<file path="src/rtl/ext_bus_defines.svh">
// Purpose: Timing counts, field widths and reset values of the external bus controller.
// Assumes: One CPU clock; the output clock runs at half its rate.
// Notes:   Definitions only.
`ifndef EXT_BUS_DEFINES_SVH
`define EXT_BUS_DEFINES_SVH

`define MCW_W          4
`define CS_NUM         5
`define CS_SEL_W       3
`define SYNC_STAGES    3
`define CS_IDLE_N      5'h1F
`define PIN_IDLE       1'h1
`define MCW_ONE        4'h1
`define MCW_ZERO       4'h0

`endif

</file>
<file path="src/rtl/ext_bus_pkg.sv">
// Purpose: Types shared by the external bus controller and its helpers.
// Assumes: The defines header is included first.
// Notes:   Holds types only.
`include "ext_bus_defines.svh"

package ext_bus_pkg;

   typedef enum logic [3:0] {
      ST_IDLE,
      ST_ADDR,
      ST_WAIT,
      ST_READY,
      ST_MUXW,
      ST_TRIW,
      ST_GRANT,
      ST_REGAIN
   } bus_state_e;

   typedef logic [`MCW_W-1:0]    mcw_t;
   typedef logic [`CS_NUM-1:0]   cs_vec_t;
   typedef logic [`CS_SEL_W-1:0] cs_sel_t;

endpackage : ext_bus_pkg

</file>
<file path="src/rtl/wait_tmr_if.sv">
// Purpose: Carries load, step and end signals between bus sequencer and wait timer.
// Assumes: Both ends run on clk_sys.
// Notes:   The sequencer drives load and step; the timer reports the last wait state.
`timescale 1ns/1ps

interface wait_tmr_if;
   import ext_bus_pkg::*;

   logic load;
   mcw_t init;
   logic step;
   logic last;

   modport ctl (output load, output init, output step, input last);
   modport tmr (input load, input init, input step, output last);

endinterface : wait_tmr_if

</file>
<file path="src/rtl/pin_sync.sv">
// Purpose: Brings asynchronous pin levels into the clk_sys domain.
// Assumes: Inputs idle high.
// Notes:   The output changes only once the second and third stages agree.
`timescale 1ns/1ps
`include "ext_bus_defines.svh"

module pin_sync #(
   parameter int W = 2
) (
   // Clock and reset
   input  wire logic         clk_sys,
   input  wire logic         srst,
   // Pin side
   input  wire logic [W-1:0] pin_in,
   // Synchronised side
   output logic      [W-1:0] lvl_out
);

   logic [W-1:0] s1_r, s2_r, s3_r, lvl_r;
   logic [W-1:0] lvl_nxt;

   always_comb begin
      lvl_nxt = lvl_r;
      for (int i = 0; i < W; i++) begin
         if (s2_r[i] == s3_r[i]) begin
            lvl_nxt[i] = s3_r[i];
         end
      end
   end

   always_ff @(posedge clk_sys) begin
      if (srst) begin
         s1_r  <= {W{`PIN_IDLE}};
         s2_r  <= {W{`PIN_IDLE}};
         s3_r  <= {W{`PIN_IDLE}};
         lvl_r <= {W{`PIN_IDLE}};
      end else begin
         s1_r  <= pin_in;
         s2_r  <= s1_r;
         s3_r  <= s2_r;
         lvl_r <= lvl_nxt;
      end
   end

   assign lvl_out = lvl_r;

endmodule : pin_sync

</file>
<file path="src/rtl/wait_tmr.sv">
// Purpose: Counts the programmed memory-cycle wait states of one bus cycle.
// Assumes: The sequencer steps it once per output clock cycle.
// Notes:   last is high while the final wait state is running.
`timescale 1ns/1ps
`include "ext_bus_defines.svh"

module wait_tmr
   import ext_bus_pkg::*;
(
   // Clock and reset
   input  wire logic clk_sys,
   input  wire logic srst,
   // Sequencer side
   wait_tmr_if.tmr   tm
);

   mcw_t cnt_r;
   mcw_t cnt_nxt;

   always_comb begin
      cnt_nxt = cnt_r;
      if (tm.load) begin
         cnt_nxt = tm.init;
      end else if (tm.step && cnt_r != `MCW_ZERO) begin
         cnt_nxt = cnt_r - `MCW_ONE;
      end
   end

   always_ff @(posedge clk_sys) begin
      if (srst) begin
         cnt_r <= `MCW_ZERO;
      end else begin
         cnt_r <= cnt_nxt;
      end
   end

   assign tm.last = (cnt_r == `MCW_ONE);

endmodule : wait_tmr

</file>
<file path="src/rtl/ext_bus_ctl.sv">
// Purpose: External bus cycle sequencer with ready wait states and hold arbitration.
// Assumes: Pins ready_n_in and hold_n_in are asynchronous; CPU side is on clk_sys.
// Notes:   The output clock is clk_sys divided by two; the state machine moves at its rise, an undelayed strobe starts at its fall.
`timescale 1ns/1ps
`include "ext_bus_defines.svh"

module ext_bus_ctl
   import ext_bus_pkg::*;
(
   // Clock and reset
   input  wire logic          clk_sys,
   input  wire logic          srst,
   // CPU bus controller side
   input  wire logic          cyc_req,
   input  wire logic          cyc_write,
   input  wire cs_sel_t       cyc_cs,
   output logic               cyc_done,
   output logic               bus_released,
   // Configuration
   input  wire logic          mux_mode,
   input  wire logic          tristate_wait_state,
   input  wire logic          rw_delay_en,
   input  wire mcw_t          memory_cycle_wait_count,
   // External bus pins
   input  wire logic          ready_n_in,
   input  wire logic          hold_n_in,
   output logic               system_clock_output,
   output cs_vec_t            chip_select_out_n,
   output logic               chip_select_oe,
   output logic               rd_n_out,
   output logic               wr_n_out,
   output logic               strobe_oe,
   output logic               hold_grant_out,
   output logic               bus_request_out_n
);

   bus_state_e state_r, state_nxt;
   logic       clk_r, clk_nxt;
   logic       wr_r, wr_nxt;
   cs_sel_t    sel_r, sel_nxt;
   cs_vec_t    cs_n_r, cs_n_nxt;
   logic       rd_n_r, rd_n_nxt;
   logic       wr_n_r, wr_n_nxt;
   logic       oe_r, oe_nxt;
   logic       grant_r, grant_nxt;
   logic       bus_request_out_n_r, bus_request_out_n_nxt;
   logic       done_r, done_nxt;
   logic [1:0] sync_lvl;
   logic       ready_n_s;
   logic       hold_n_s;
   logic       tick;
   logic       strobe_go;

   wait_tmr_if tmr_bus ();

   // Three-stage synchronisers guard against a ready that misses setup.
   pin_sync #(
      .W       (2)
   ) u_sync (
      .clk_sys (clk_sys),
      .srst    (srst),
      .pin_in  ({hold_n_in, ready_n_in}),
      .lvl_out (sync_lvl)
   );

   wait_tmr u_tmr (
      .clk_sys (clk_sys),
      .srst    (srst),
      .tm      (tmr_bus.tmr)
   );

   assign ready_n_s = sync_lvl[0];
   assign hold_n_s  = sync_lvl[1];

   // The edge that follows a low output clock is its rising edge.
   assign tick = ~clk_r;

   function automatic cs_vec_t cs_decode(input cs_sel_t sel);
      cs_vec_t v;
      v = `CS_IDLE_N;
      if (sel < `CS_NUM) begin
         v[sel] = 1'b0;
      end
      return v;
   endfunction : cs_decode

   // Strobe goes active at mid-cycle of the address phase when no delay is set.
   assign strobe_go = (state_r == ST_ADDR) && clk_r && !rw_delay_en;

   always_comb begin
      state_nxt  = state_r;
      clk_nxt    = ~clk_r;
      wr_nxt     = wr_r;
      sel_nxt    = sel_r;
      cs_n_nxt   = cs_n_r;
      rd_n_nxt   = rd_n_r;
      wr_n_nxt   = wr_n_r;
      oe_nxt     = oe_r;
      grant_nxt  = grant_r;
      bus_request_out_n_nxt = bus_request_out_n_r;
      done_nxt   = 1'b0;
      tmr_bus.load = 1'b0;
      tmr_bus.init = memory_cycle_wait_count;
      tmr_bus.step = 1'b0;
      if (strobe_go) begin
         rd_n_nxt = wr_r;
         wr_n_nxt = ~wr_r;
      end
      if (tick) begin
         unique case (state_r)
            ST_IDLE: begin
               if (!hold_n_s) begin
                  // Only reached between cycles, so the running one has ended.
                  state_nxt = ST_GRANT;
                  oe_nxt    = 1'b0;
                  grant_nxt = 1'b1;
                  cs_n_nxt  = `CS_IDLE_N;
               end else if (cyc_req) begin
                  state_nxt = ST_ADDR;
                  wr_nxt    = cyc_write;
                  sel_nxt   = cyc_cs;
                  cs_n_nxt  = cs_decode(cyc_cs);
               end
            end
            ST_ADDR: begin
               // A delayed strobe starts with the first wait or ready phase.
               rd_n_nxt = wr_r;
               wr_n_nxt = ~wr_r;
               if (memory_cycle_wait_count != `MCW_ZERO) begin
                  state_nxt    = ST_WAIT;
                  tmr_bus.load = 1'b1;
               end else begin
                  state_nxt = ST_READY;
               end
            end
            ST_WAIT: begin
               // Programmed wait states run before ready is looked at.
               tmr_bus.step = 1'b1;
               if (tmr_bus.last) begin
                  state_nxt = ST_READY;
               end
            end
            ST_READY: begin
               if (!ready_n_s) begin
                  // Ready low ends the cycle and lifts the strobe.
                  done_nxt = 1'b1;
                  rd_n_nxt = 1'b1;
                  wr_n_nxt = 1'b1;
                  cs_n_nxt = `CS_IDLE_N;
                  if (mux_mode) begin
                     state_nxt = ST_MUXW;
                  end else if (tristate_wait_state) begin
                     state_nxt = ST_TRIW;
                  end else begin
                     state_nxt = ST_IDLE;
                  end
               end
               // Ready high keeps this state: one ready-controlled wait state.
            end
            ST_MUXW: begin
               state_nxt = tristate_wait_state ? ST_TRIW : ST_IDLE;
            end
            ST_TRIW: begin
               state_nxt = ST_IDLE;
            end
            ST_GRANT: begin
               if (hold_n_s) begin
                  // Regain starts on hold going high, whether or not requested.
                  state_nxt  = ST_REGAIN;
                  grant_nxt  = 1'b0;
                  bus_request_out_n_nxt = 1'b1;
               end else if (grant_r && cyc_req) begin
                  bus_request_out_n_nxt = 1'b0;
               end
            end
            ST_REGAIN: begin
               // Bus lines are driven again before any new cycle starts.
               oe_nxt    = 1'b1;
               state_nxt = ST_IDLE;
            end
            default: begin
               state_nxt = ST_IDLE;
            end
         endcase
      end
   end

   // All arbitration outputs move only at output clock rise.
   always_ff @(posedge clk_sys) begin
      if (srst) begin
         state_r  <= ST_IDLE;
         clk_r    <= 1'b0;
         wr_r     <= 1'b0;
         sel_r    <= '0;
         cs_n_r   <= `CS_IDLE_N;
         rd_n_r   <= 1'b1;
         wr_n_r   <= 1'b1;
         oe_r     <= 1'b1;
         grant_r  <= 1'b0;
         bus_request_out_n_r <= 1'b1;
         done_r   <= 1'b0;
      end else begin
         state_r  <= state_nxt;
         clk_r    <= clk_nxt;
         wr_r     <= wr_nxt;
         sel_r    <= sel_nxt;
         cs_n_r   <= cs_n_nxt;
         rd_n_r   <= rd_n_nxt;
         wr_n_r   <= wr_n_nxt;
         oe_r     <= oe_nxt;
         grant_r  <= grant_nxt;
         bus_request_out_n_r <= bus_request_out_n_nxt;
         done_r   <= done_nxt;
      end
   end

   assign system_clock_output = clk_r;
   assign chip_select_out_n   = cs_n_r;
   assign chip_select_oe      = oe_r;
   assign strobe_oe           = oe_r;
   assign rd_n_out            = rd_n_r;
   assign wr_n_out            = wr_n_r;
   assign hold_grant_out      = grant_r;
   assign bus_request_out_n   = bus_request_out_n_r;
   assign cyc_done            = done_r;
   assign bus_released        = grant_r;
endmodule : ext_bus_ctl

</file>
<file path="config.mk">
export PLATFORM = sky130hd
export DESIGN_NAME = ext_bus_ctl
export DESIGN_NICKNAME = d
export VERILOG_FILES = /design/src/rtl/ext_bus_pkg.sv /design/src/rtl/wait_tmr_if.sv /design/src/rtl/pin_sync.sv /design/src/rtl/wait_tmr.sv /design/src/rtl/ext_bus_ctl.sv
export VERILOG_INCLUDE_DIRS = /design/src /design/src/rtl
export SDC_FILE = /design/constraint.sdc
export NUM_CORES = 1
export LEC_CHECK = 0
export BUFFER_PORTS_ARGS = -buffer_cell sky130_fd_sc_hd__buf_2
export CORE_MARGIN = 2
export CORE_UTILIZATION = 53
export CTS_CLUSTER_DIAMETER = 150
export DETAILED_ROUTE_END_ITERATION = 10
export GPL_ROUTABILITY_DRIVEN = 0
export PLACE_DENSITY = 0.78
export REMOVE_ABC_BUFFERS = 1
export SETUP_SLACK_MARGIN = 0.4
export SLEW_MARGIN = 15
export SYNTH_ARGS = -nofsm -noshare
export SYNTH_HDL_FRONTEND = slang
export SYNTH_SLANG_ARGS = --single-unit
</file>
<file path="constraint.sdc">
create_clock -name clk_sys -period 1.8 [get_ports clk_sys]
set_input_delay 0.36 -clock clk_sys [delete_from_list [all_inputs] [get_ports clk_sys]]
set_output_delay 0.36 -clock clk_sys [all_outputs]
set_load 0.01 [all_outputs]
</file>
# == Word-level counts from Yosys, hierarchy flattened ==
# Index checks and enable logic that the tools add are counted.
# classes
addsub,1
multipliers,0
div_mod_pow,0
magnitude_cmp,3
n_eq_ne,14
shifts,0
muxes,39
bitwise_logic,4
n_reduce_logical,21
# ops
operator,n
2-to-1 mux 4 bit,7
case mux 4 bit (6 select lines),1
2-to-1 mux 5 bit,4
2-to-1 mux 1 bit,19
"equality test 4 x 3 -> 1 bit, second input constant",3
AND reduction 4 bit,3
case mux 5 bit (2 select lines),1
nonzero test 2 bit,5
"equality test 4 x 1 -> 1 bit, second input constant",2
"equality test 4 x 2 -> 1 bit, second input constant",2
case mux 1 bit (2 select lines),4
nonzero test 4 bit,2
2-to-1 mux 3 bit,2
"!= test 2 bit, second input constant",3
AND reduction 3 bit,2
logical AND 1 bit,5
NOT 5 bit,1
AND reduction 5 bit,1
zero test 4 bit,1
"less-than comparator 3 x 4 -> 1 bit, second input constant",1
"subtractor 4 x 1 -> 4 bit, second input constant",1
demux 1 bit (select 3 bit),1
"greater-or-equal comparator 3 x 1 -> 1 bit, second input constant",1
"less-than comparator 3 bit, second input constant",1
other kinds (6),9
# totals
regBits,29
latchBits,0
ram_bits,0
rom_bits,0
inputBits,16
n_memories,0

# == Logic depth before layout (Yosys ltp) ==
# depth
depth_word,9
mapped_depth,6
ltp_nobuf,6

# == Cells and area by module ==
# From an unflattened synthesis, not the netlist that was laid out.
# unflattened
cells_unflattened,150
area_unflattened_um2,1350.0
# modules_own_cells
module,instances,cells_per_inst,area_each_um2,seq_area_each_um2
ext_bus_ctl,1,97,833.3,320.3
wait_tmr,1,33,286.5,80.1
pin_sync,1,20,230.2,160.2

# == Least setup slack after synthesis ==
# No wires, ideal clock.
# synth_path
path_type,register to register
startpoint,reg u_tmr.cnt_r[1]
endpoint,reg state_r[0]
setup_ns,0.091
t_arrival_ns,1.542
required_ns,1.709
setup_slack_ns,0.167
path_stages_with_launch,7
n_path_buf,0
path_cell_list,dfxtp_1 inv_1 ha_1 or3b_1 a311oi_2 a31oi_1 a311oi_1
# synth_via
elab_chain_len,3
# synth_rtl
item,line,source
from (decl),wait_tmr.sv:17,mcw_t cnt_r;
from (signal assigned),wait_tmr.sv:31,cnt_r <= `MCW_ZERO;
from (signal assigned),wait_tmr.sv:33,cnt_r <= cnt_nxt;
equality test 4 x 1 -> 1 bit (no line),n/a,
!= test 2 bit (no line),n/a,
AND reduction 5 bit (no line),n/a,
to (signal assigned),ext_bus_ctl.sv:203,state_r <= state_nxt;
to (decl),ext_bus_ctl.sv:37,"bus_state_e state_r, state_nxt;"
# Every way passes these cells.
# A chain may end at the register's enable or synchronous reset.

# == Worst setup path after layout ==
# layout_path
startpoint,reg u_tmr.cnt_r[0]
endpoint,reg u_tmr.cnt_r[1]
# layout_via
elab_chain_len,3
word_cells_on_any_way,6
cone_classes,add/sub: 1; mux: 2; reduce/logical: 3
# layout_rtl
item
subtractor 4 x 1 -> 4 bit (no line) / nonzero test 4 bit (equally long branches)
2-to-1 mux 4 bit / logical AND 1 bit (equally long branches)
2-to-1 mux 4 bit / nonzero test 2 bit (equally long branches)
# Several ways; a longest one is shown, not always the timed one. The select of a mux whose other input is x is not followed.

==> summary.txt <==
Outcome
  – Result of the run: completed

STA
  – Worst Max-Slew Pin Slew: 0.511 ns
  – Finish-stage setup viols: 0
  – Number of hold-slack violations in the final timing report: 0
  – Hold Slack: 0.198 ns
  – Peak Freq: 0.588 GHz
  – Post-route worst setup slack: 0.0991 ns
  – Worst slew margin relative to its limit: 65.5%
  – Min cycle time layout: roughly 1.7 ns
  – Final clock period utilization by the worst path: 94.5%
  – Setup TNS: 0 ns
  – RSZ-0062 raised after global routing: yes
  – Count of final max-slew check failures: 0
  – Final setup skew: 0.00508 ns

Power
  – Cell Pwr Density: 1100 nW/µm²
  – Maximum resistive drop on vdd: slightly above 0.8 mV
  – Comb pwr share: 43.3%
  – Sw Pwr: 0.738 mW
  – Sequential cell fraction of total power: 36.8%
  – Part of the power in the clock network: 19.9%
  – Leakage power total: 0.728 nW
  – Switching part of the total: 35.3%
  – Total power: 2.09 mW
  – Internal power component: ~1.4 mW

Die
  – Row cnt: 18
  – Total core area: 2480 µm²
  – Effective utilization at floorplan: a little under three fifths
  – Boundary Pins: 30
  – Die Width: 55.3 µm
  – Floorplan die height: 55.3 µm
  – Area of the die: 3060 µm²

Clock network
  – Number of hold-repair buffers added at the cts stage: 0
  – H-tree Lvls: 1
  – Clock Latency Late Sink: around 0.33 ns
  – Root buffer cell: sky130_fd_sc_hd__clkbuf_4
  – Maximum number of buffers from clock root to sink: 2
  – Clk slew on worst S/H paths: 0.16 ns
  – TritonCTS clock tree: done
  – Number of clock sinks: 28
  – Cts bufs inserted: 3

Placed design
  – Setup WS pre-CTS: between 0.008 and 0.009 ns
  – Number of input and output port buffers inserted: 29
  – Cell count after placement: 211
  – Area after DPL: between 1500 and 2000 µm²
  – Half-perimeter wire length of the detailed placement result: between 2000 and 2500 µm

Route
  – Drt total wl: around 4300 µm
  – First drt pass iteration count: 5
  – Number of antenna-violating nets in the routed design: 0
  – Via count of the routed design: 1486
  – Vias per cell: between 6 and 7
  – Number of design rule violations left after detail routing: 0
  – Final routed wire length divided by cell count: 18.6 µm
  – Violation count after the first detailed-routing iteration: 72

Global routing
  – Via count of the first global-routing pass: around 1.2k
  – Overall fraction of global-route tracks in use: a little under a quarter
  – Antenna violations before repair: 0
  – First-pass GRT wire length: just under 6000 µm
  – Largest net degree at the start of global routing: 23
  – Remaining global-route overflow: 0

Yosys
  – Post-synthesis cell type count: 49
  – Synth warn: 0
  – Dominant synthesized flop cell: sky130_fd_sc_hd__dfxtp_1
  – Post-synthesis average cell area: 8.95 µm²
  – Number of enable flip-flop cells after synthesis: 0
  – Proportion of synthesized chip area in sequential cells: 40.1%
  – Gate count of the mapped netlist: 156
  – Syn Std Cell Area: 1400 µm²
  – Post-synthesis sequential element count: 28
  – Async set-reset flop share out of synthesis: 0%

Finish
  – Post-layout util: 76.5%
  – Post-Layout Inst Area: 1890 µm²
  – Non-filler cells, final: 230
  – N_diodes: 0
  – Final net count: 219
  – Share of cells above drive strength 1: between 40% and 50%
  – Synthesis-to-finish area growth: 35.7%

Worst setup path
  – Required time of the worst setup path: 2.05 ns
  – Reg2Reg Launch Point: u_tmr.cnt_r[0]
  – R2R cell count: 7
  – Worst-path maximum fanout: 4
  – Critical path endpoint category: register
  – Capture instance of the worst register-to-register path: u_tmr.cnt_r[1]
  – Setup crit start kind: register
  – R2R Setup Slk: 0.1 ns
  – CP arrival: between 1.5 and 2 ns
  – Critical path type: reg2reg

Job
  – Number of max-capacitance violations reported: 0

Worst hold path
  – Hold/Removal Path Class: in2reg
  – Number of instances on the worst hold path: 2
  – Startpoint of the most critical hold path: hold_n_in
  – WHS Endpoint: u_sync.s1_r[1]
layer usage:
metal | GRT usage [%] | wire length [µm] | vias to the layer above
met3 | 3.75 | 386 | 24
met4 | 9.06 | 170 | 0
met1 | 30.9 | 1610 | 701
met5 | 0 | 0 | -
li1 | - | - | 664
met2 | 38.8 | 2100 | 97
logic make-up (layout without fill, tap and decap cells):
family | count (synthesis) | in the layout | share of synthesized area (%)
compound gates | 47 | 47 | 25.1
simple gates | 59 | 59 | 25.2
mux | 2 | 2 | 1.43
flops | 28 | 28 | 40.1
fa+ha+maj | 2 | 2 | 1.79
buf+inv | 18 | 62 | 6.36
critical path, cell delays in order (launching register included):
cell	delay, ns
sky130_fd_sc_hd__dfxtp_4	0.40
sky130_fd_sc_hd__inv_1	0.15
sky130_fd_sc_hd__ha_4	0.17
sky130_fd_sc_hd__nor3b_2	0.17
sky130_fd_sc_hd__buf_4	0.18
sky130_fd_sc_hd__nor2_4	0.06
sky130_fd_sc_hd__a22o_1	0.25
sky130_fd_sc_hd__a221oi_2	0.24
sequential cells by signal, summed over array words and instances (netlist names), 2 cells and up:
| signal | flops |
|---|---|
| u_tmr.cnt_r | 4 |
| u_sync.s1_r | 2 |
| chip_select_out_n | 5 |
| u_sync.s3_r | 2 |
| u_sync.s2_r | 2 |
| state_r | 3 |
| u_sync.lvl_out | 2 |
worst max-delay path by stage:
stage	slack, ns	from	to
final	0.1	u_tmr.cnt_r[0]	u_tmr.cnt_r[1]
after global routing	0.03	u_tmr.cnt_r[0]	u_tmr.cnt_r[1]
after CTS	0.14	u_tmr.cnt_r[1]	state_r[0]
after detailed placement	0.009	u_tmr.cnt_r[1]	state_r[0]
after global placement	0.12	memory_cycle_wait_count[1]	u_tmr.cnt_r[2]
after floorplan	0.12	state_r[1]	u_tmr.cnt_r[2]
power by group through the flow:
stage | registers (mW) | logic, mW | clock network [mW]
6_report | 0.769 | 0.905 | 0.416
5_1_grt | 0.777 | 0.956 | 0.443
4_1_cts | 0.766 | 0.623 | 0.423
3_5_place_dp | 0.764 | 0.568 | 0
3_3_place_gp | 0.758 | 0.540 | 0
2_1_floorplan | 0.774 | 0.358 | 0
cell type report:
class                      count  area (µm²)
timing repair buffer          51         314
inverter                       7        26.3
fill                         176         583
sequential                    28         581
clock inverter                 1        30.0
clock buffer                   3        22.5
multi-input combinational    110         883
tap                           30        37.5
cells in the final DEF (no fill, tap or decap), types with 2 or more instances in the layout:
master,instances
sky130_fd_sc_hd__a211oi_1,4
sky130_fd_sc_hd__a21oi_1,8
sky130_fd_sc_hd__a311oi_1,3
sky130_fd_sc_hd__a31oi_1,4
sky130_fd_sc_hd__buf_2,29
sky130_fd_sc_hd__buf_4,21
sky130_fd_sc_hd__clkbuf_4,3
sky130_fd_sc_hd__dfxtp_1,20
sky130_fd_sc_hd__dfxtp_2,4
sky130_fd_sc_hd__dfxtp_4,4
sky130_fd_sc_hd__ha_4,2
sky130_fd_sc_hd__inv_1,6
sky130_fd_sc_hd__mux2i_1,2
sky130_fd_sc_hd__nand2_1,5
sky130_fd_sc_hd__nand2b_1,3
sky130_fd_sc_hd__nand3_1,3
sky130_fd_sc_hd__nand3b_1,2
sky130_fd_sc_hd__nor2_1,12
sky130_fd_sc_hd__nor2_4,2
sky130_fd_sc_hd__nor2b_1,2
sky130_fd_sc_hd__nor3_1,5
sky130_fd_sc_hd__nor4_1,3
sky130_fd_sc_hd__nor4_2,2
sky130_fd_sc_hd__nor4bb_1,2
sky130_fd_sc_hd__o21ai_0,7
sky130_fd_sc_hd__o21ai_1,3
sky130_fd_sc_hd__o21bai_2,2
sky130_fd_sc_hd__or2_2,6
synthesized netlist by cell type (all sizes together), types with 2 or more instances:
cell | count | area (µm²)
a211oi | 5 | 37.5
a21oi | 9 | 45.0
a311oi | 4 | 41.3
a31oi | 5 | 37.5
buf | 6 | 43.8
clkbuf | 5 | 18.8
dfxtp | 28 | 561
ha | 2 | 25.0
inv | 7 | 26.3
mux2i | 2 | 20.0
nand2 | 5 | 18.8
nand2b | 4 | 25.0
nand3 | 3 | 15.0
nand3b | 2 | 15.0
nor2 | 15 | 58.8
nor2b | 2 | 12.5
nor3 | 5 | 25.0
nor4 | 6 | 37.5
nor4bb | 2 | 20.0
o21ai | 10 | 50.1
o21bai | 3 | 26.3
or2 | 6 | 37.5
repair_timing:
item | in CTS | in global routing
gates cloned | 0 | 0
pin swaps | 5 | 7
setup endpoints to repair | 18 | 18
gates resized for setup | 16 | 24
buffers inserted | 2 | 13
No activity file was read; power rests on OpenSTA's default activity.
